**src/cstc_params.svh**
```systemverilog
`ifndef CSTC_PARAMS_SVH
`define CSTC_PARAMS_SVH

`define CSTC_NUM_CH 8
`define CSTC_CH_W 3
`define CSTC_CFG_W 16
// Reset value of every channel's configuration word
`define CSTC_CFG_RESET 16'h0000
// Readable bit mask: bits 13 and 12 are held at zero
`define CSTC_CFG_MASK 16'hcfff
`define CSTC_B_MODE_HI 15
`define CSTC_B_MODE_LO 14
`define CSTC_B_FAST_SERVO_OFF 11
`define CSTC_B_SUP_RES 10
`define CSTC_B_ADC_HIRES 9
`define CSTC_B_RUN_SEL 8
`define CSTC_B_SERVO_CONT 7
`define CSTC_B_SERVO_WARN 6
`define CSTC_B_DAC_HI 5
`define CSTC_B_DAC_LO 4
`define CSTC_B_WPU 3
`define CSTC_B_WPD 2
`define CSTC_B_DAC_GAIN 1
`define CSTC_B_DAC_POL 0
// First channel whose enable pin has no weak pull options
`define CSTC_WEAK_CH_LIMIT 3'h4
// Leader fall allowance, given in ns and converted to clock cycles
`define CSTC_CLK_MHZ 200
`define CSTC_FALL_TIME_NS 1000
`define CSTC_FALL_CYC ((`CSTC_FALL_TIME_NS * `CSTC_CLK_MHZ) / 1000)

`endif

```
**src/cstc_pkg.sv**
```systemverilog
package cstc_pkg;

  typedef enum logic [1:0] {
    CSTC_DAC_SERVO,
    CSTC_DAC_OPEN,
    CSTC_DAC_DIRECT,
    CSTC_DAC_SOFT_WRITE
  } cstc_dac_mode_e;

  typedef enum logic [1:0] {
    CSTC_PD_NONE,
    CSTC_PD_WEAK,
    CSTC_PD_FAST
  } cstc_pull_e;

  // Per-channel control decoded from the configuration word
  typedef struct packed {
    logic follower;
    logic seq_off_on_fault;
    logic fast_servo_en;
    logic sup_low_res;
    logic adc_hires;
    logic run_sel;
    logic servo_cont;
    logic servo_warn;
    cstc_dac_mode_e dac_mode;
    logic weak_pu;
    logic weak_pd;
    logic dac_gain_hi;
    logic dac_noninv;
  } cstc_ctrl_s;

  // Per-channel output drive
  typedef struct packed {
    logic en_drive;
    logic weak_pu;
    cstc_pull_e pull;
    logic uv_mask;
    logic dac_connect;
    logic dac_soft;
    logic servo_active;
  } cstc_chan_out_s;

endpackage

```
**src/cstc_cfg_regs.sv**
```systemverilog
`timescale 1ns/1ps
`default_nettype none
`include "cstc_params.svh"

module cstc_cfg_regs
  import cstc_pkg::*;
(
  input wire logic sys_clk_i,
  input wire logic srst_i,
  input wire logic [`CSTC_CH_W-1:0] page_i,
  input wire logic wr_i,
  input wire logic [`CSTC_CFG_W-1:0] wdata_i,
  output logic [`CSTC_CFG_W-1:0] rdata_o,
  output logic [`CSTC_NUM_CH*`CSTC_CFG_W-1:0] cfg_all_o
);

  logic [`CSTC_CFG_W-1:0] cfg_reg [`CSTC_NUM_CH];

  genvar g;
  generate
    for (g = 0; g < `CSTC_NUM_CH; g++) begin : g_ch
      always_ff @(posedge sys_clk_i) begin
        if (srst_i) begin
          cfg_reg[g] <= `CSTC_CFG_RESET;
        end else if (wr_i && page_i == `CSTC_CH_W'(g)) begin
          cfg_reg[g] <= wdata_i & `CSTC_CFG_MASK;
        end
      end
      assign cfg_all_o[g*`CSTC_CFG_W +: `CSTC_CFG_W] = cfg_reg[g];
    end
  endgenerate

  assign rdata_o = cfg_reg[page_i];

endmodule // cstc_cfg_regs

`default_nettype wire

```
**src/cstc_track_group.sv**
```systemverilog
`timescale 1ns/1ps
`default_nettype none
`include "cstc_params.svh"

module cstc_track_group
  import cstc_pkg::*;
(
  input wire logic sys_clk_i,
  input wire logic srst_i,
  input wire logic leader_run_i,
  input wire logic any_follower_i,
  input wire logic group_down_i,
  output logic track_en_o,
  output logic leader_go_o,
  output logic tracking_o
);

  typedef enum logic [1:0] {
    CSTC_TG_OFF, CSTC_TG_PRE, CSTC_TG_UP, CSTC_TG_FALL
  } cstc_tg_state_e;

  cstc_tg_state_e state_reg;
  logic [15:0] cnt_reg;

  // Followers are enabled before the leader ramps and released after it falls
  always_ff @(posedge sys_clk_i) begin
    if (srst_i) begin
      state_reg <= CSTC_TG_OFF;
      cnt_reg <= 16'h0000;
    end else begin
      unique case (state_reg)
        CSTC_TG_OFF: begin
          if (leader_run_i && !group_down_i) begin
            state_reg <= CSTC_TG_PRE;
          end
        end
        CSTC_TG_PRE: begin
          if (group_down_i || !leader_run_i) begin
            state_reg <= CSTC_TG_OFF;
          end else begin
            state_reg <= CSTC_TG_UP;
          end
        end
        CSTC_TG_UP: begin
          if (group_down_i || !leader_run_i) begin
            state_reg <= CSTC_TG_FALL;
            cnt_reg <= 16'(`CSTC_FALL_CYC);
          end
        end
        CSTC_TG_FALL: begin
          if (cnt_reg == 16'h0000) begin
            state_reg <= CSTC_TG_OFF;
          end else begin
            cnt_reg <= cnt_reg - 16'h0001;
          end
        end
      endcase
    end
  end

  assign track_en_o = any_follower_i && (state_reg != CSTC_TG_OFF);
  assign leader_go_o = (state_reg == CSTC_TG_UP);
  assign tracking_o = (state_reg == CSTC_TG_PRE) || (state_reg == CSTC_TG_FALL);

endmodule // cstc_track_group

`default_nettype wire

```
**src/cstc_channel_seq.sv**
```systemverilog
`timescale 1ns/1ps
`default_nettype none
`include "cstc_params.svh"

// Notes on behaviour
// Mode 00: delay sequencing, immediate off on fault
// Mode 01: delay sequencing, sequenced off on fault
// Mode 1x: channel acts as tracking follower
// Bits 13:12 ignore writes, read zero
// Fast servo on when its disable bit clear
// Supervisor resolution 4 mV or 8 mV step
// ADC high resolution only on odd channels
// Run select chooses run input a or b
// Continuous servo only applies in DAC mode 00
// Re-servo on warning in mode 00, non-continuous
// DAC mode chosen after on and rise elapsed
// Host must write DAC code in mode 10
// Weak pull-up while on, channels 0-3 only
// Weak pull-down after soft stop, fast after fault
// DAC gain picks 1.38 V or 2.65 V scale
// DAC polarity picks inverting or noninverting trim
// Followers on before leader, off after it
// Follower undervoltage suppressed while tracking
// Any channel fault tracks whole group down
// Input-off, timebase low or restore track down
// Selected channels sequence around the group
// Early followers wait for tracking permission
// Tracking turns followers off despite run input
// Configuration stored per channel, selected by page

module cstc_channel_seq
  import cstc_pkg::*;
(
  input wire logic sys_clk_i,
  input wire logic srst_i,
  input wire logic [`CSTC_CH_W-1:0] page_i,
  input wire logic cfg_wr_i,
  input wire logic [`CSTC_CFG_W-1:0] cfg_wdata_i,
  output logic [`CSTC_CFG_W-1:0] cfg_rdata_o,
  input wire logic run_input_a_i,
  input wire logic run_input_b_i,
  input wire logic [`CSTC_NUM_CH-1:0] chan_fault_i,
  input wire logic [`CSTC_NUM_CH-1:0] rise_done_i,
  input wire logic [`CSTC_NUM_CH-1:0] off_seq_done_i,
  input wire logic [`CSTC_NUM_CH-1:0] target_reached_i,
  input wire logic [`CSTC_NUM_CH-1:0] vout_warn_i,
  input wire logic [`CSTC_NUM_CH-1:0] seq_outside_i,
  input wire logic input_sense_pin_below_off_i,
  input wire logic timebase_low_i,
  input wire logic restore_i,
  input wire logic [`CSTC_NUM_CH-1:0] dac_code_written_i,
  output logic [`CSTC_NUM_CH-1:0] enable_o,
  output logic [`CSTC_NUM_CH-1:0] enable_oe_o,
  output logic [`CSTC_NUM_CH-1:0] enable_pin_weak_pullup_o,
  output logic [`CSTC_NUM_CH-1:0] enable_pin_weak_pulldown_o,
  output logic [`CSTC_NUM_CH-1:0] fast_pulldown_o,
  output logic [`CSTC_NUM_CH-1:0] uv_mask_o,
  output logic [`CSTC_NUM_CH-1:0] dac_connect_o,
  output logic [`CSTC_NUM_CH-1:0] dac_soft_connect_o,
  output logic [`CSTC_NUM_CH-1:0] dac_write_allow_o,
  output logic [`CSTC_NUM_CH-1:0] servo_active_o,
  output logic [`CSTC_NUM_CH-1:0] fast_servo_o,
  output logic [`CSTC_NUM_CH-1:0] sup_low_res_o,
  output logic [`CSTC_NUM_CH-1:0] adc_hires_o,
  output logic [`CSTC_NUM_CH-1:0] dac_gain_hi_o,
  output logic [`CSTC_NUM_CH-1:0] dac_noninv_o,
  output logic [`CSTC_NUM_CH-1:0] track_en_o
);

  function automatic cstc_ctrl_s decode_cfg(input logic [`CSTC_CFG_W-1:0] w,
                                            input logic [`CSTC_CH_W-1:0] ch);
    cstc_ctrl_s c;
    c.follower = w[`CSTC_B_MODE_HI];
    c.seq_off_on_fault = !w[`CSTC_B_MODE_HI] && w[`CSTC_B_MODE_LO];
    c.fast_servo_en = !w[`CSTC_B_FAST_SERVO_OFF];
    c.sup_low_res = w[`CSTC_B_SUP_RES];
    c.adc_hires = w[`CSTC_B_ADC_HIRES] && ch[0];
    c.run_sel = w[`CSTC_B_RUN_SEL];
    c.servo_cont = w[`CSTC_B_SERVO_CONT];
    c.servo_warn = w[`CSTC_B_SERVO_WARN];
    c.dac_mode = cstc_dac_mode_e'(w[`CSTC_B_DAC_HI:`CSTC_B_DAC_LO]);
    c.weak_pu = w[`CSTC_B_WPU] && (ch < `CSTC_WEAK_CH_LIMIT);
    c.weak_pd = w[`CSTC_B_WPD] && (ch < `CSTC_WEAK_CH_LIMIT);
    c.dac_gain_hi = w[`CSTC_B_DAC_GAIN];
    c.dac_noninv = w[`CSTC_B_DAC_POL];
    return c;
  endfunction

  logic [`CSTC_NUM_CH*`CSTC_CFG_W-1:0] cfg_all;
  logic [`CSTC_CFG_W-1:0] rdata;

  cstc_cfg_regs u_regs (
    .sys_clk_i(sys_clk_i),
    .srst_i(srst_i),
    .page_i(page_i),
    .wr_i(cfg_wr_i),
    .wdata_i(cfg_wdata_i),
    .rdata_o(rdata),
    .cfg_all_o(cfg_all)
  );

  always_ff @(posedge sys_clk_i) begin
    if (srst_i) begin
      cfg_rdata_o <= `CSTC_CFG_RESET;
    end else begin
      cfg_rdata_o <= rdata & `CSTC_CFG_MASK;
    end
  end

  cstc_ctrl_s ctrl [`CSTC_NUM_CH];
  logic [`CSTC_NUM_CH-1:0] run_req, is_follower;

  // A leader is a non-follower channel not in seq_outside_i whose run request starts the group
  logic leader_run, any_follower, group_down, track_en, leader_go, tracking;
  logic [`CSTC_NUM_CH-1:0] on_reg, fault_off_reg, stop_pend_reg;

  // Any channel fault while followers exist, or a global down cause
  assign group_down = (|(chan_fault_i & (is_follower | ~is_follower)) && any_follower)
    || input_sense_pin_below_off_i || timebase_low_i || restore_i;
  assign any_follower = |is_follower;
  assign leader_run = |(run_req & ~is_follower & ~seq_outside_i);

  cstc_track_group u_group (
    .sys_clk_i(sys_clk_i),
    .srst_i(srst_i),
    .leader_run_i(leader_run),
    .any_follower_i(any_follower),
    .group_down_i(group_down),
    .track_en_o(track_en),
    .leader_go_o(leader_go),
    .tracking_o(tracking)
  );

  genvar g;
  generate
    for (g = 0; g < `CSTC_NUM_CH; g++) begin : g_ch
      logic dac_live, servo_live;
      assign ctrl[g] = decode_cfg(cfg_all[g*`CSTC_CFG_W +: `CSTC_CFG_W],
                                  `CSTC_CH_W'(g));
      assign is_follower[g] = ctrl[g].follower;
      assign run_req[g] = ctrl[g].run_sel ? run_input_b_i : run_input_a_i;

      // On/off state per channel
      always_ff @(posedge sys_clk_i) begin
        if (srst_i) begin
          on_reg[g] <= 1'b0;
          fault_off_reg[g] <= 1'b0;
          stop_pend_reg[g] <= 1'b0;
        end else if (ctrl[g].follower) begin
          // Run input only arms the follower; tracking gates it
          on_reg[g] <= run_req[g] && track_en;
          stop_pend_reg[g] <= 1'b0;
          if (on_reg[g] && !track_en) begin
            fault_off_reg[g] <= group_down;
          end else if (run_req[g] && track_en) begin
            fault_off_reg[g] <= 1'b0;
          end
        end else if (chan_fault_i[g] || (any_follower && group_down && on_reg[g])) begin
          if (ctrl[g].seq_off_on_fault || seq_outside_i[g]) begin
            stop_pend_reg[g] <= on_reg[g];
          end else begin
            on_reg[g] <= 1'b0;
          end
          fault_off_reg[g] <= 1'b1;
        end else if (stop_pend_reg[g]) begin
          if (off_seq_done_i[g]) begin
            on_reg[g] <= 1'b0;
            stop_pend_reg[g] <= 1'b0;
          end
        end else if (seq_outside_i[g] && any_follower) begin
          // Sequences up after group is up, down before group drops
          on_reg[g] <= run_req[g] && leader_go && !tracking;
          if (run_req[g]) begin
            fault_off_reg[g] <= 1'b0;
          end
        end else begin
          // With followers present the leader waits until they are enabled
          on_reg[g] <= run_req[g] && (leader_go || !any_follower);
          if (run_req[g]) begin
            fault_off_reg[g] <= 1'b0;
          end
        end
      end

      // DAC connect and servo only after the channel is on and rise elapsed
      assign dac_live = on_reg[g] && rise_done_i[g];
      // Direct mode waits for a code write since the code is undefined
      assign servo_live = dac_live && ctrl[g].dac_mode == CSTC_DAC_SERVO &&
        (ctrl[g].servo_cont || !target_reached_i[g] ||
         (ctrl[g].servo_warn && vout_warn_i[g]));

      always_ff @(posedge sys_clk_i) begin
        if (srst_i) begin
          enable_o[g] <= 1'b0;
          enable_oe_o[g] <= 1'b1;
          enable_pin_weak_pullup_o[g] <= 1'b0;
          enable_pin_weak_pulldown_o[g] <= 1'b0;
          fast_pulldown_o[g] <= 1'b1;
          uv_mask_o[g] <= 1'b0;
          dac_connect_o[g] <= 1'b0;
          dac_soft_connect_o[g] <= 1'b0;
          dac_write_allow_o[g] <= 1'b0;
          servo_active_o[g] <= 1'b0;
          fast_servo_o[g] <= 1'b0;
          sup_low_res_o[g] <= 1'b0;
          adc_hires_o[g] <= 1'b0;
          dac_gain_hi_o[g] <= 1'b0;
          dac_noninv_o[g] <= 1'b0;
        end else begin
          enable_o[g] <= on_reg[g];
          // Weak pull-up drives only when on; when off the pin is driven low instead
          enable_pin_weak_pullup_o[g] <= on_reg[g] && ctrl[g].weak_pu;
          // Pin is only driven low while off; when on it is released
          enable_oe_o[g] <= !on_reg[g];
          enable_pin_weak_pulldown_o[g] <= !on_reg[g] && ctrl[g].weak_pd &&
            !fault_off_reg[g];
          fast_pulldown_o[g] <= !on_reg[g] && (!ctrl[g].weak_pd || fault_off_reg[g]);
          uv_mask_o[g] <= ctrl[g].follower && (tracking || !track_en);
          unique case (ctrl[g].dac_mode)
            CSTC_DAC_SERVO: begin
              dac_connect_o[g] <= dac_live;
              dac_soft_connect_o[g] <= dac_live;
              dac_write_allow_o[g] <= 1'b0;
            end
            CSTC_DAC_OPEN: begin
              dac_connect_o[g] <= 1'b0;
              dac_soft_connect_o[g] <= 1'b0;
              dac_write_allow_o[g] <= 1'b0;
            end
            CSTC_DAC_DIRECT: begin
              dac_connect_o[g] <= dac_live && dac_code_written_i[g];
              dac_soft_connect_o[g] <= 1'b0;
              dac_write_allow_o[g] <= 1'b1;
            end
            CSTC_DAC_SOFT_WRITE: begin
              dac_connect_o[g] <= dac_live;
              dac_soft_connect_o[g] <= dac_live;
              dac_write_allow_o[g] <= dac_live && target_reached_i[g];
            end
          endcase
          servo_active_o[g] <= servo_live;
          fast_servo_o[g] <= servo_live && ctrl[g].fast_servo_en;
          sup_low_res_o[g] <= ctrl[g].sup_low_res;
          adc_hires_o[g] <= ctrl[g].adc_hires;
          dac_gain_hi_o[g] <= ctrl[g].dac_gain_hi;
          dac_noninv_o[g] <= ctrl[g].dac_noninv;
        end
      end
    end
  endgenerate

  always_ff @(posedge sys_clk_i) begin
    if (srst_i) begin
      track_en_o <= '0;
    end else begin
      track_en_o <= {`CSTC_NUM_CH{track_en}} & is_follower;
    end
  end

endmodule // cstc_channel_seq

`default_nettype wire

```
**config.mk**
```make
export PLATFORM = sky130hd
export DESIGN_NAME = cstc_channel_seq
export DESIGN_NICKNAME = d
export VERILOG_FILES = /design/src/cstc_pkg.sv /design/src/cstc_cfg_regs.sv /design/src/cstc_track_group.sv /design/src/cstc_channel_seq.sv
export VERILOG_INCLUDE_DIRS = /design/src
export SDC_FILE = /design/constraint.sdc
export NUM_CORES = 1
export LEC_CHECK = 0
export BUFFER_PORTS_ARGS = -buffer_cell sky130_fd_sc_hd__buf_2
export CAP_MARGIN = 20
export CELL_PAD_IN_SITES_DETAIL_PLACEMENT = 0
export CELL_PAD_IN_SITES_GLOBAL_PLACEMENT = 1
export CORE_MARGIN = 5
export CORE_UTILIZATION = 47
export CTS_CLUSTER_SIZE = 40
export DETAILED_ROUTE_END_ITERATION = 8
export PLACE_DENSITY_LB_ADDON = 0.1
export SYNTH_ARGS = -nofsm -noshare
export SYNTH_HDL_FRONTEND = slang
export SYNTH_SLANG_ARGS = --single-unit
```
**constraint.sdc**
```tcl
create_clock -name sys_clk_i -period 5.9 [get_ports sys_clk_i]
set_input_delay 1.18 -clock sys_clk_i [delete_from_list [all_inputs] [get_ports sys_clk_i]]
set_output_delay 1.18 -clock sys_clk_i [all_outputs]
set_load 0.02 [all_outputs]
```
==> results.cfg <==
[global_routing]
track_usage_pct = 21.7
grt_start_max_net_pins = 50
grt_pass1_wl_um = 48800
antenna_found_initial = 6
gr-total-overflow = 0
first_global_vias = 8499

[pwr]
ir_drop_uv = 186
leakagePower_nw = 5.95
p_per_area_nw_per_um2 = 314

[yosys]
syn_avg_cell_area_um2 = 11.5
synth.largest_area_cell = edfxtp_1
synth_edf_count = 112
synth_ff_type = dfxtp_1
yosys-top-cells-area = edfxtp_1, dfxtp_1, and2_1
yosysWarnings = 0
ys_types = 64
yosys-top-cells-count = dfxtp_1, and2_1, edfxtp_1
synth_top_area_share_pct = 28.3
yosysMostFrequentCell = dfxtp_1
synthCells = 1031
syn-cell-area_um2 = 11900
ys_seq_area_share_pct = 55.9
postSynth.asyncResetShare_pct = 0
ys_seq_elements = 276

[clock_tree]
clock-root-buffer = clkbuf_16
cts-resized-gates = 0
postCtsHoldBufs = 0
cts_max_level = 1
cts-buffers-inserted = 30
cts.clk_slew.worst_paths_ns = 0.06
cts.path.max_buffers = 3
cts_sinks = 276
clock_latency_ns = 0.55
cts_tree = done
cts_setup_buffers = 0

[placed_design]
gp_congestion = 0.820
dp.cells = 1535
place_ws_ns = 2.27
numPortBuffers = 210
placed_cell_area_um2 = 13200
hpwl_um = 22600

[die]
die_h_um = 169
die_x_um = 169
core_um2 = 25000
row_count = 58
dieArea_um2 = 28600
initial_core_util_pct = 47.5
num_io_pins = 227

[worst_hold_path]
hp-class = reg -> reg
min_from = u_regs.cfg_reg[2][11]
holdPathStages = 1
hold_end = fast_servo_o[2]

[detailed_routing]
wl_per_cell_um = 19.9
ant_nets = 0
drtIter0Drc = 600
route.detailed.drc = 0
vias = 8360
first_pass_iters = 6
wirelength_um = 31700
viasPerCell = 5.25

[timing]
drv_slew = 0
worst_pin_slew_ns = 0.955
max_slew_margin_pct = 36.1
report.final.setup_viol = 0
rsz0062_at_grt = no
fin_tns_setup_ns = 0
fin_crit_ns = 3.04
finalClockSkew_ns = 0.00668
max_freq_mhz = 329
fin_crit_sh_pct = 51.5
finalHoldViolations = 0
setup_slack_ns = 2.86

[finish]
area_growth_pct = 19.8
layout-drive-gt1-share_pct = 25.5
finalNetCount = 1353
fin_util_pct = 56.8
instances_no_fill = 1593
fillCellCount = 2207
final_area_um2 = 14200
largest_reg_flops = 112

[worst_setup_path]
ff2ff_setup_slack_ns = 3.26
rr_endpoint = on_reg[4]
worstPathMaxFanout = 32
rr_worst_depth = 7
cp.arrival_ns = 3.45
crit_path_start_kind = input port
crit_path_end_kind = flop
crit_type = in -> reg
reg2reg_from = u_regs.cfg_reg[1][13]
required_ns = 6.31

[flow_run]
maxCapViolCount = 0

[run_status]
status = finished, final reports clean
logic make-up after synthesis:
group	after synthesis	synth area share [%]
flops	276	55.9
xor+xnor	11	0.811
buf+inv	108	3.99
mux	64	8.42
simple gates	394	18.8
compound gates	144	8.53
fa+ha+maj	33	3.48
other cells	1	0.0316
per-layer routing:
layer,part of all wire (%),up-vias,GRT usage [%]
met5,0.11,-,0
met3,5.8,45,3.90
met1,44,4005,29.5
li1,-,4080,-
met4,1.8,8,5.15
met2,48,222,36.6
power breakdown:
group / leakage [nW] / total [mW] / switching [mW] / internal [mW]
Combinational: 3.02 / 0.400 / 0.243 / 0.157
Sequential: 2.42 / 2.14 / 0.0624 / 2.08
Clock: 0.510 / 1.93 / 0.761 / 1.16
Total: 5.95 / 4.47 / 1.07 / 3.40
through the flow:
stage	power, mW	hold WS, ns
6_report	4.47	0.464
3_5_place_dp	2.58	0.457
5_1_grt	4.64	0.474
3_3_place_gp	2.58	0.446
4_1_cts	4.51	0.471
2_1_floorplan	2.42	0.405
worst max-delay path by stage:
stage / from / to / slack, ns / cells past startpoint
floorplan: page_i[0] / u_regs.cfg_reg[5][0] / 2.75 / 4
CTS: page_i[1] / u_regs.cfg_reg[6][9] / 2.83 / 5
detailed placement: page_i[1] / u_regs.cfg_reg[6][9] / 2.27 / 5
finish: page_i[1] / u_regs.cfg_reg[6][9] / 2.86 / 5
global placement: page_i[0] / u_regs.cfg_reg[3][8] / 2.25 / 5
global route: page_i[1] / u_regs.cfg_reg[7][7] / 2.70 / 5
critical path: stages:
cell,delay (ns)
buf_2,0.66
nand2_1,0.24
or2_2,0.38
nor2_1,0.73
and2_1,0.24
placed cells by master (no fill, tap or decap), types with 28 or more instances in the layout:
master       n
buf_2      209
dfxtp_1    164
and2_1     118
edfxtp_1   112
nor2_1      73
inv_1       46
nor2b_1     43
nand2_1     36
nor3_1      33
ha_1        33
clkbuf_16   33
a21oi_1     30
mux4_2      28
mux2i_1     28
final cells by class:
cell class | count | area (µm²) | share of cell area [%]
Timing Repair Buffer | 223 | 1150 | 8.09
Tap cell | 330 | 413 | 2.90
Clock buffer | 46 | 925 | 6.50
Clock inverter | 10 | 106 | 0.747
Inverter | 46 | 173 | 1.21
Multi-Input combinational cell | 660 | 4810 | 33.8
Sequential cell | 276 | 6650 | 46.7
Antenna cell | 2 | 5.00 | 0.0352
No activity file was read; power rests on OpenSTA's default activity.
